--- config.mk ---
export PLATFORM = sky130hd
export DESIGN_NAME = srh_top
export DESIGN_NICKNAME = d
export VERILOG_FILES = /design/src/pkg/srh_pkg.sv /design/src/srh_sync.sv /design/src/srh_top.sv
export SDC_FILE = /design/constraint.sdc
export NUM_CORES = 1
export LEC_CHECK = 0
export BUFFER_PORTS_ARGS = -buffer_cell sky130_fd_sc_hd__buf_2
export CAP_MARGIN = 20
export CORE_MARGIN = 5
export CORE_UTILIZATION = 25
export DETAILED_ROUTE_END_ITERATION = 10
export GPL_TIMING_DRIVEN = 1
export PLACE_DENSITY = 0.51
export SYNTH_ARGS = -nofsm -noshare
export SYNTH_HDL_FRONTEND = slang
export SYNTH_SLANG_ARGS = --single-unit
--- constraint.sdc ---
create_clock -name sys_clk_i -period 1.4 [get_ports sys_clk_i]
set_clock_uncertainty 0.15 [all_clocks]
set_input_delay 0.28 -clock sys_clk_i [delete_from_list [all_inputs] [get_ports sys_clk_i]]
set_output_delay 0.28 -clock sys_clk_i [all_outputs]
set_load 0.02 [all_outputs]
--- src/pkg/srh_pkg.sv ---
package srh_pkg;
    // ==========================================
    // suspend handshake constants
    // ==========================================
    localparam logic       SUSPEND_REQUEST_N_EN_RST     = 1'b0;
    localparam logic       STOP_ALL_RST    = 1'b0;
    localparam logic [3:0] DRAIN_CNT_RST   = 4'h0;
    localparam int         DRAIN_MAX_CYC   = 15;

    typedef enum logic [3:0] {
        SRH_RUN   = 4'b0001,
        SRH_DRAIN = 4'b0010,
        SRH_SUSPEND_REQUEST_N  = 4'b0100,
        SRH_WAKE  = 4'b1000
    } srh_state_e;
endpackage

--- src/srh_sync.sv ---
module srh_sync (
    input  wire logic sys_clk_i,
    input  wire logic resetn_i,
    input  wire logic d_i,
    output logic      q_o
);
    // ==========================================
    // two-stage synchroniser, resets high (idle)
    // ==========================================
    logic meta_ff;
    logic sync_ff;

    always_ff @(posedge sys_clk_i or negedge resetn_i) begin
        if (!resetn_i) begin
            meta_ff <= 1'b1;
            sync_ff <= 1'b1;
        end else begin
            meta_ff <= d_i;
            sync_ff <= meta_ff;
        end
    end

    assign q_o = sync_ff;
endmodule

--- src/srh_top.sv ---
module srh_top
    import srh_pkg::*;
(
    input  wire logic sys_clk_i,
    input  wire logic resetn_i,
    input  wire logic suspend_request_n_i,
    input  wire logic suspend_pin_enable_i,
    input  wire logic stop_all_clocks_i,
    input  wire logic halt_exec_i,
    input  wire logic core_busy_i,
    input  wire logic resume_event_i,
    output logic      suspend_ack_n_o,
    output logic      suspend_ack_n_oe_o,
    output logic      core_clk_stop_o,
    output logic      all_clk_stop_o,
    output logic      ref_clk_stoppable_o
);
    // ==========================================
    // reset release and pin synchronisation
    // ==========================================
    logic rst_meta_ff;
    logic rst_n_ff;
    logic req_n_sync;

    // release is delayed two edges so no flop sees the async edge near a clock
    always_ff @(posedge sys_clk_i or negedge resetn_i) begin
        if (!resetn_i) begin
            rst_meta_ff <= 1'b0;
            rst_n_ff    <= 1'b0;
        end else begin
            rst_meta_ff <= 1'b1;
            rst_n_ff    <= rst_meta_ff;
        end
    end

    srh_sync u_req_sync (
        .sys_clk_i (sys_clk_i),
        .resetn_i  (rst_n_ff),
        .d_i       (suspend_request_n_i),
        .q_o       (req_n_sync)
    );

    // ==========================================
    // state
    // ==========================================
    typedef struct packed {
        srh_state_e st;
        logic       en;
        logic       stop_all;
        logic       by_halt;
        logic [3:0] drain;
        logic       ack;
    } srh_regs_s;

    srh_regs_s cur_ff;
    srh_regs_s nxt_cur;
    logic      req_act;

    // ==========================================
    // decode helpers
    // ==========================================
    // one place decides what counts as suspended, so core_clk_stop_o and all_clk_stop_o agree
    function automatic logic in_suspend_request_n(input srh_state_e st);
        return st == SRH_SUSPEND_REQUEST_N;
    endfunction

    // a halt suspend ends on an interrupt, a request suspend on release
    function automatic logic wake_due(input logic by_halt, input logic req_n, input logic resume, input logic en);
        return (!by_halt && req_n) || (by_halt && resume) || !en;
    endfunction

    // request only counts once the pin is enabled
    assign req_act = cur_ff.en && !req_n_sync;

    always_comb begin
        nxt_cur          = cur_ff;
        nxt_cur.en       = suspend_pin_enable_i;
        case (cur_ff.st)
            SRH_RUN: begin
                nxt_cur.ack = 1'b0;
                if (req_act || (cur_ff.en && halt_exec_i)) begin
                    nxt_cur.st       = SRH_DRAIN;
                    nxt_cur.by_halt  = !req_act;
                    nxt_cur.stop_all = stop_all_clocks_i;
                    nxt_cur.drain    = DRAIN_CNT_RST;
                end
            end
            SRH_DRAIN: begin
                // wait for instruction and bus cycles in flight to retire
                // stall count is for debug only; it saturates rather than wrap
                if (!core_busy_i) begin
                    nxt_cur.st  = SRH_SUSPEND_REQUEST_N;
                    nxt_cur.ack = 1'b1;
                end else if (cur_ff.drain != 4'(DRAIN_MAX_CYC)) begin
                    nxt_cur.drain = cur_ff.drain + 4'h1;
                end
            end
            SRH_SUSPEND_REQUEST_N: begin
                // dropping the enable also wakes, so ack clears one cycle after the pin starts floating
                if (wake_due(cur_ff.by_halt, req_n_sync, resume_event_i, cur_ff.en)) begin
                    nxt_cur.st  = SRH_WAKE;
                    nxt_cur.ack = 1'b0;
                end
            end
            SRH_WAKE: begin
                nxt_cur.st = SRH_RUN;
            end
            default: begin
                nxt_cur.st  = SRH_RUN;
                nxt_cur.ack = 1'b0;
            end
        endcase
    end

    always_ff @(posedge sys_clk_i or negedge rst_n_ff) begin
        if (!rst_n_ff) begin
            cur_ff <= '{st: SRH_RUN, en: SUSPEND_REQUEST_N_EN_RST, stop_all: STOP_ALL_RST,
                        by_halt: 1'b0, drain: DRAIN_CNT_RST, ack: 1'b0};
        end else begin
            cur_ff <= nxt_cur;
        end
    end

    // ==========================================
    // outputs
    // ==========================================
    assign suspend_ack_n_o     = !cur_ff.ack;
    assign suspend_ack_n_oe_o  = cur_ff.en;
    assign core_clk_stop_o     = in_suspend_request_n(cur_ff.st);
    assign all_clk_stop_o      = in_suspend_request_n(cur_ff.st) && cur_ff.stop_all;
    // tells the board the reference clock may halt; only valid with ack shown
    assign ref_clk_stoppable_o = cur_ff.ack && cur_ff.stop_all && cur_ff.en;

    // ==========================================
    // assertions
    // ==========================================
    AST_NO_ACK_WHEN_DISABLED: assert property (@(posedge sys_clk_i) disable iff (!rst_n_ff)
        !cur_ff.en |-> !suspend_ack_n_oe_o)
        else $error("ack driven while pin disabled");
    AST_IGNORE_REQ: assert property (@(posedge sys_clk_i) disable iff (!rst_n_ff)
        (cur_ff.st == SRH_RUN && !cur_ff.en) |=> cur_ff.st != SRH_DRAIN)
        else $error("request taken while disabled");
    AST_DRAIN_FIRST: assert property (@(posedge sys_clk_i) disable iff (!rst_n_ff)
        (cur_ff.st == SRH_DRAIN && core_busy_i) |=> cur_ff.st == SRH_DRAIN)
        else $error("suspend before drain");
    AST_ACK_IN_SUSPEND_REQUEST_N: assert property (@(posedge sys_clk_i) disable iff (!rst_n_ff)
        (cur_ff.st == SRH_DRAIN && !core_busy_i) |=> (!suspend_ack_n_o && core_clk_stop_o))
        else $error("ack not given on suspend");
    AST_ACK_ONLY_SUSPEND_REQUEST_N: assert property (@(posedge sys_clk_i) disable iff (!rst_n_ff)
        !suspend_ack_n_o |-> cur_ff.st == SRH_SUSPEND_REQUEST_N)
        else $error("ack outside suspend");
    AST_ALL_STOP_MODE: assert property (@(posedge sys_clk_i) disable iff (!rst_n_ff)
        all_clk_stop_o |-> (core_clk_stop_o && cur_ff.stop_all))
        else $error("all clocks stopped in core-only mode");
    AST_REF_STOP: assert property (@(posedge sys_clk_i) disable iff (!rst_n_ff)
        ref_clk_stoppable_o |-> (!suspend_ack_n_o && all_clk_stop_o))
        else $error("reference stop allowed early");
    AST_WAKE: assert property (@(posedge sys_clk_i) disable iff (!rst_n_ff)
        (cur_ff.st == SRH_SUSPEND_REQUEST_N && !cur_ff.by_halt && req_n_sync && cur_ff.en) |=> suspend_ack_n_o ##1 !core_clk_stop_o)
        else $error("no resume on release");

    // entry: nothing is taken while disabled, and ack never precedes the drain
    AST_OE_AFTER_EN: assert property (@(posedge sys_clk_i) disable iff (!rst_n_ff)
        $rose(suspend_ack_n_oe_o) |-> $past(suspend_pin_enable_i))
        else $error("ack driven before enable set");
    AST_REQ_ENTRY: assert property (@(posedge sys_clk_i) disable iff (!rst_n_ff)
        (cur_ff.st == SRH_RUN && req_act) |=> (cur_ff.st == SRH_DRAIN && !cur_ff.by_halt))
        else $error("request not taken");
    AST_HALT_ENTRY: assert property (@(posedge sys_clk_i) disable iff (!rst_n_ff)
        (cur_ff.st == SRH_RUN && !req_act && cur_ff.en && halt_exec_i) |=> (cur_ff.st == SRH_DRAIN && cur_ff.by_halt))
        else $error("halt not taken");
    AST_NO_EARLY_ACK: assert property (@(posedge sys_clk_i) disable iff (!rst_n_ff)
        cur_ff.st == SRH_RUN |=> suspend_ack_n_o)
        else $error("ack before drain");
    AST_DRAIN_SAT: assert property (@(posedge sys_clk_i) disable iff (!rst_n_ff)
        (cur_ff.st == SRH_DRAIN && cur_ff.drain == 4'(DRAIN_MAX_CYC)) |=> cur_ff.drain == 4'(DRAIN_MAX_CYC))
        else $error("drain count wrapped");

    // mode: latched at entry, fixed while suspended
    AST_MODE_LATCH: assert property (@(posedge sys_clk_i) disable iff (!rst_n_ff)
        (cur_ff.st == SRH_RUN && (req_act || (cur_ff.en && halt_exec_i)))
            |=> cur_ff.stop_all == $past(stop_all_clocks_i))
        else $error("clock mode not latched");
    AST_MODE_HOLD: assert property (@(posedge sys_clk_i) disable iff (!rst_n_ff)
        cur_ff.st != SRH_RUN |=> $stable(cur_ff.stop_all))
        else $error("clock mode changed in suspend");
    AST_CORE_ONLY: assert property (@(posedge sys_clk_i) disable iff (!rst_n_ff)
        (core_clk_stop_o && !cur_ff.stop_all) |-> !all_clk_stop_o)
        else $error("core-only suspend stopped everything");

    // wake: each cause leads through one wake cycle back to run
    AST_HOLD_SUSPEND_REQUEST_N: assert property (@(posedge sys_clk_i) disable iff (!rst_n_ff)
        (cur_ff.st == SRH_SUSPEND_REQUEST_N && !cur_ff.by_halt && !req_n_sync && cur_ff.en)
            |=> (cur_ff.st == SRH_SUSPEND_REQUEST_N && !suspend_ack_n_o))
        else $error("suspend left while request held");
    AST_HALT_WAKE: assert property (@(posedge sys_clk_i) disable iff (!rst_n_ff)
        (cur_ff.st == SRH_SUSPEND_REQUEST_N && cur_ff.by_halt && resume_event_i) |=> (cur_ff.st == SRH_WAKE && suspend_ack_n_o))
        else $error("halt suspend not ended by interrupt");
    AST_EN_DROP_WAKE: assert property (@(posedge sys_clk_i) disable iff (!rst_n_ff)
        (cur_ff.st == SRH_SUSPEND_REQUEST_N && !cur_ff.en) |=> (cur_ff.st == SRH_WAKE && suspend_ack_n_o))
        else $error("suspend kept after enable cleared");
    AST_WAKE_TO_RUN: assert property (@(posedge sys_clk_i) disable iff (!rst_n_ff)
        cur_ff.st == SRH_WAKE |=> (cur_ff.st == SRH_RUN && !core_clk_stop_o))
        else $error("wake did not return to run");

    COV_REQ_SUSPEND_REQUEST_N: cover property (@(posedge sys_clk_i) disable iff (!rst_n_ff)
        cur_ff.st == SRH_SUSPEND_REQUEST_N && !cur_ff.by_halt);
    COV_HALT_SUSPEND_REQUEST_N: cover property (@(posedge sys_clk_i) disable iff (!rst_n_ff)
        cur_ff.st == SRH_SUSPEND_REQUEST_N && cur_ff.by_halt);
    COV_ALL_STOP: cover property (@(posedge sys_clk_i) disable iff (!rst_n_ff) ref_clk_stoppable_o);
    // a long drain and a suspend cut short by the enable
    COV_EN_DROP: cover property (@(posedge sys_clk_i) disable iff (!rst_n_ff)
        cur_ff.st == SRH_SUSPEND_REQUEST_N && !cur_ff.en);
    COV_DRAIN_WAIT: cover property (@(posedge sys_clk_i) disable iff (!rst_n_ff)
        cur_ff.st == SRH_DRAIN && cur_ff.drain == 4'(DRAIN_MAX_CYC));
endmodule

After elaboration in Yosys (flattened, before gate mapping)
Cells that the tools add are included.
{"block": "totals", "register_bits": 12, "output_inout_bits": 5, "in_bits": 8}
{"block": "classes", "n_bitwise": 1, "reduce_logical": 18, "muxes": 7, "n_eq_ne": 7}
{"cell": "4-bit two-way mux", "count": 3}
{"cell": "4-bit one-hot mux with 3 select lines", "count": 1}
{"cell": "1-bit logical AND", "count": 7}
{"cell": "3-bit AND reduction", "count": 2}
{"cell": "1-bit zero test", "count": 5}
{"cell": "4-bit by 1-bit == test with 1-bit output (second input constant)", "count": 1}
{"cell": "4-bit by 2-bit == test with 1-bit output (second input constant)", "count": 1}
{"cell": "4-bit by 3-bit == test with 1-bit output (second input constant)", "count": 1}
{"cell": "4-bit == test (second input constant)", "count": 1}
{"cell": "2-bit != test (second input constant)", "count": 2}
{"cell": "1-bit logical OR", "count": 3}
{"cell": "1-bit one-hot mux with 3 select lines", "count": 1}
{"cell": "1-bit two-way mux", "count": 2}
{"cell": "2-bit by 1-bit != test with 1-bit output (second input constant)", "count": 1}
{"cell": "2-bit AND reduction", "count": 1}
{"cell": "1-bit inverter", "count": 1}

Depth between registers and ports, before layout
{"block": "logic_depth", "ltp_word": 6, "depth_mapped": 3, "depth_no_buf": 3}

Cells and area by module
A second synthesis with hierarchy kept.
{"block": "hier_totals", "cells_unflattened": 42, "hier_area_um2": 515.5}
{"module": "srh_top", "cells_per_inst": 40, "area_each_um2": 462.9, "seq_area_each_um2": 251.5, "n_inst": 1}
{"module": "srh_sync", "cells_per_inst": 2, "area_each_um2": 52.6, "seq_area_each_um2": 52.6, "n_inst": 1}

Worst setup path after synthesis
No wires, ideal clock.
{"block": "synth_timing", "path_type": "register -> output", "from": "reg cur_ff[9] in the netlist's numbering", "to": "out all_clk_stop_o", "stages_incl_launch_ff": 3, "arrival_ps": 1392, "slack_ps": -422, "cell_sequence": "dfrtp_1 -> nor4b_2 -> and2_1"}
{"block": "synth_between", "elab_chain_len": 2}
{"item": "start: declaration", "line": "srh_top.sv:55", "source": "srh_regs_s cur_ff;"}
{"item": "start signal: assignment", "line": "srh_top.sv:117", "source": "cur_ff <= '{st: SRH_RUN, en: SUSPEND_REQUEST_N_EN_RST, stop_all: STOP_ALL_RST,"}
{"item": "start signal: assignment", "line": "srh_top.sv:120", "source": "cur_ff <= nxt_cur;"}
{"item": "4-bit by 3-bit == test with 1-bit output"}
{"item": "named net core_clk_stop_o", "line": "srh_top.sv:14", "source": "output logic core_clk_stop_o,"}
{"item": "1-bit logical AND", "line": "srh_top.sv:130", "source": "assign all_clk_stop_o = in_suspend_request_n(cur_ff.st) && cur_ff.stop_all;"}
{"item": "end: declaration", "line": "srh_top.sv:15", "source": "output logic all_clk_stop_o,"}
The timed path passes the listed nets, and every way through them passes these cells.

Worst setup path after layout
{"block": "layout_timing", "from": "reg cur_ff[11] in the netlist's numbering", "to": "out all_clk_stop_o"}
{"block": "layout_between", "elab_chain_len": 2}
{"item": "4-bit by 3-bit == test with 1-bit output", "line": "srh_top.sv:64", "source": "return st == SRH_SUSPEND_REQUEST_N;"}
{"item": "1-bit logical AND", "line": "srh_top.sv:130"}
Every way passes these cells.

==> qor.csv <==
stage;metric;value;unit
global_routing;grt_antenna_before_repair;0;
clock_tree;cts_root_buffer;clkbuf_4;
worst_setup_path;arrival;1.28;ns
worst_setup_path;start_kind;flip-flop;
floorplan;ios;13;
run_status;outcome;finished, violations left;
sta;worst_slack;-0.309;ns
global_routing;grt_max_degree;11;
synthesis;yosysWarnings;0;
clock_tree;cts.sinks;12;
finish;final_layout_size_suffix_gt1_frac;0.630;
finish;num_antenna_cells;0;
floorplan;dieArea;3100;µm²
power_and_ir_drop;seqPwrFrac;0.425;
sta;setup_viol;6;
synthesis;synthCells;41;
finish;final_cell_mix;buf_6, buf_4, dfrtp_1, buf_2;
worst_setup_path;max_stage_delay;0.41;ns
floorplan;die_w;55.7;µm
floorplan;core;1980;µm²
synthesis;synth.ff_latch_count;12;
global_routing;grt.overflow.total;0;
clock_tree;htreeDepth;1;
worst_setup_path;cp_slowest_cell;dfrtp_1;
flow_run;drv_cap;0;
routing;wl_per_cell;12.0;µm
floorplan;initial_core_util;0.263;
finish;fillers;175;
sta;holdWs;0.0273;ns
power_and_ir_drop;leakage;0.406;nW
worst_setup_path;critPathMaxFanout;2;
power_and_ir_drop;power_density;1340;nW/µm²
finish;area_growth;70.3;%
floorplan;fp-row-count;16;
hold_path;worstHoldPathType;flip-flop to async pin;
worst_setup_path;rr_worst_depth;4;
routing;num_vias;439;
sta;drv_slew;0;
global_routing;grt_pass1_wl;2060;µm
sta;min_period;1.71;ns
clock_tree;clockBufferDepth;2;
floorplan;chipHeight;55.7;µm
routing;drtIter0Drc;4;
worst_setup_path;path_buf_inv;1;
power_and_ir_drop;internal_power;0.836;mW
placement;dp.final_hpwl;800;µm
global_routing;gr-usage-all-layers;0.0852;
synthesis;syn_avg_cell_area;12.7;µm²
clock_tree;numCtsBuffers;3;
worst_setup_path;critPathRequiredTime;0.97;ns
placement;place.gp.congestion;0.823;
worst_setup_path;worstPathCellList;nor4b_4 > and2_4 > buf_6;
clock_tree;clk_pin_slew;0.08;ns
placement;io_buffers;12;
sta;setup_tns;-1.05;ns
routing;drtAntennaViolNets;0;
synthesis;syn_area;522;µm²
sta;period_share;1.22;
power_and_ir_drop;comb_power_share;0.339;
worst_setup_path;cp.depth;3;
routing;firstDrtPassIters;3;
clock_tree;insertion_delay;0.28;ns
synthesis;yosysUniqueCellTypes;24;
clock_tree;tritoncts;yes;
synthesis;seq_area_frac_synth;0.583;
sta;rsz0062_at_grt;true;
power_and_ir_drop;peakVddDrop;0.000714;V
power_and_ir_drop;power_switching;0.355;mW
run_status;violations;negative setup slack;
finish;nets;82;
routing;drc;0;
worst_setup_path;critPathKind;flip-flop to output port;
worst_setup_path;worstSetupEndpointType;output port;
global_routing;grt_pass1_vias;484;
power_and_ir_drop;switching_share;0.298;
routing;viasPerCell;4.39;
sta;max_freq;585;MHz
worst_setup_path;critical-path-top-delay-family;simple AND/OR/NAND/NOR gates;
power_and_ir_drop;power_frac_clock;0.236;
synthesis;synthesis.nets;49;
routing;totalWireLength;1200;µm
sta;hold_violations;0;
[power by group through the flow]
| stage | Clock (mW) | Sequential [mW] | Combinational, mW |
|---|---|---|---|
| floorplan | 0 | 0.518 | 0.147 |
| global placement | 0 | 0.520 | 0.252 |
| detailed placement | 0 | 0.520 | 0.251 |
| CTS | 0.295 | 0.507 | 0.334 |
| global route | 0.307 | 0.520 | 0.438 |
| finish | 0.281 | 0.507 | 0.404 |
[worst reg2reg max path: stages (launching register included)]
cell and delay, ns:
dfrtp_1 0.41, buf_4 0.17, nor2_4 0.12, nor4b_4 0.26, mux2_4 0.33
[per-stage QoR]
step	utilization	cells	instance area [µm²]	power, mW	setup WS (ns)
2_1_floorplan	-	41	533	0.664	-0.178
6_report	0.448	100	888	1.19	-0.309
5_1_grt	0.448	100	888	1.26	-0.365
3_5_place_dp	0.339	86	672	0.771	-0.110
3_3_place_gp	0.339	86	672	0.772	-0.109
4_1_cts	0.424	99	840	1.14	-0.326
[final timing paths]
| check | start | end | slack (ns) |
|---|---|---|---|
| min in group sys_clk_i | stop_all_clocks_i | cur_ff[6]$_DFFE_PN0P_ | 0.09 |
| max reg2reg | cur_ff[11]$_DFFE_PN0P_ | cur_ff[6]$_DFFE_PN0P_ | -0.15 |
| min reg2reg | rst_n_ff$_DFF_PN0_ | cur_ff[9]$_DFFE_PN0P_ | 0.03 |
| max | cur_ff[11]$_DFFE_PN0P_ | all_clk_stop_o | -0.31 |
| max in group asynchronous | rst_n_ff$_DFF_PN0_ | u_req_sync.meta_ff$_DFF_PN1_ | 0.74 |
| min | rst_n_ff$_DFF_PN0_ | cur_ff[9]$_DFFE_PN0P_ | 0.03 |
[state kept, by name (all words and copies together) (netlist names)]
signal	flops
u_req_sync.meta_ff	1
rst_n_ff	1
u_req_sync.q_o	1
cur_ff	7
suspend_ack_n_oe_o	1
rst_meta_ff	1
[final cells by class]
| class | instances | area, µm² | area share |
|---|---|---|---|
| inverters | 2 | 7.51 | 0.00845 |
| multi-input cells | 27 | 272 | 0.306 |
| clock buffers | 4 | 36.3 | 0.0408 |
| repair buffers | 28 | 234 | 0.263 |
| flip-flops and latches | 12 | 305 | 0.344 |
| well taps | 27 | 33.8 | 0.0380 |
[per-layer routing]
metal / GRT usage / routed length [µm] / vias to the layer above
met1: 0.0930 / 562 / 211
li1: - / - / 215
met2: 0.140 / 556 / 11
met4: 0.0313 / 11 / 0
met3: 0.0441 / 68 / 2
met5: 0 / 0 / -
[kinds of logic (layout without fill, tap and decap cells)]
logic type | after synthesis | after routing | synth area share
AOI/OAI and AO/OA | 7 | 7 | 0.0935
buffers and inverters | 2 | 34 | 0.0144
DFF | 12 | 12 | 0.583
muxes | 3 | 3 | 0.0623
other | 1 | 1 | 0.00719
and+or+nand+nor | 16 | 16 | 0.240
[synthesized netlist by cell type]
library cell | n | area share
a21boi_0 | 1 | 0.014
a31oi_1 | 2 | 0.024
and2_1 | 2 | 0.024
and3_1 | 1 | 0.012
and3b_1 | 1 | 0.017
conb_1 | 1 | 0.0072
dfrtp_1 | 9 | 0.43
dfstp_2 | 3 | 0.15
inv_1 | 2 | 0.014
mux2_1 | 2 | 0.043
mux2i_1 | 1 | 0.019
nand2_2 | 1 | 0.012
nand2b_1 | 1 | 0.012
nand4_1 | 1 | 0.012
nor2_1 | 1 | 0.0072
nor2b_1 | 3 | 0.036
nor3_1 | 2 | 0.019
nor3b_1 | 1 | 0.014
nor4b_2 | 1 | 0.029
nor4b_4 | 1 | 0.046
o21a_1 | 1 | 0.014
o21ai_0 | 1 | 0.0096
o311ai_1 | 1 | 0.017
o31ai_1 | 1 | 0.014
[timing repair]
item,in CTS,in global routing
setup endpoints to repair,7,11
hold endpoints to repair,4,0
pin swaps,0,3
setup buffers,6,3
resized for setup,17,12
hold buffers,3,0
Note: power is estimated with default switching activity, not from simulation.
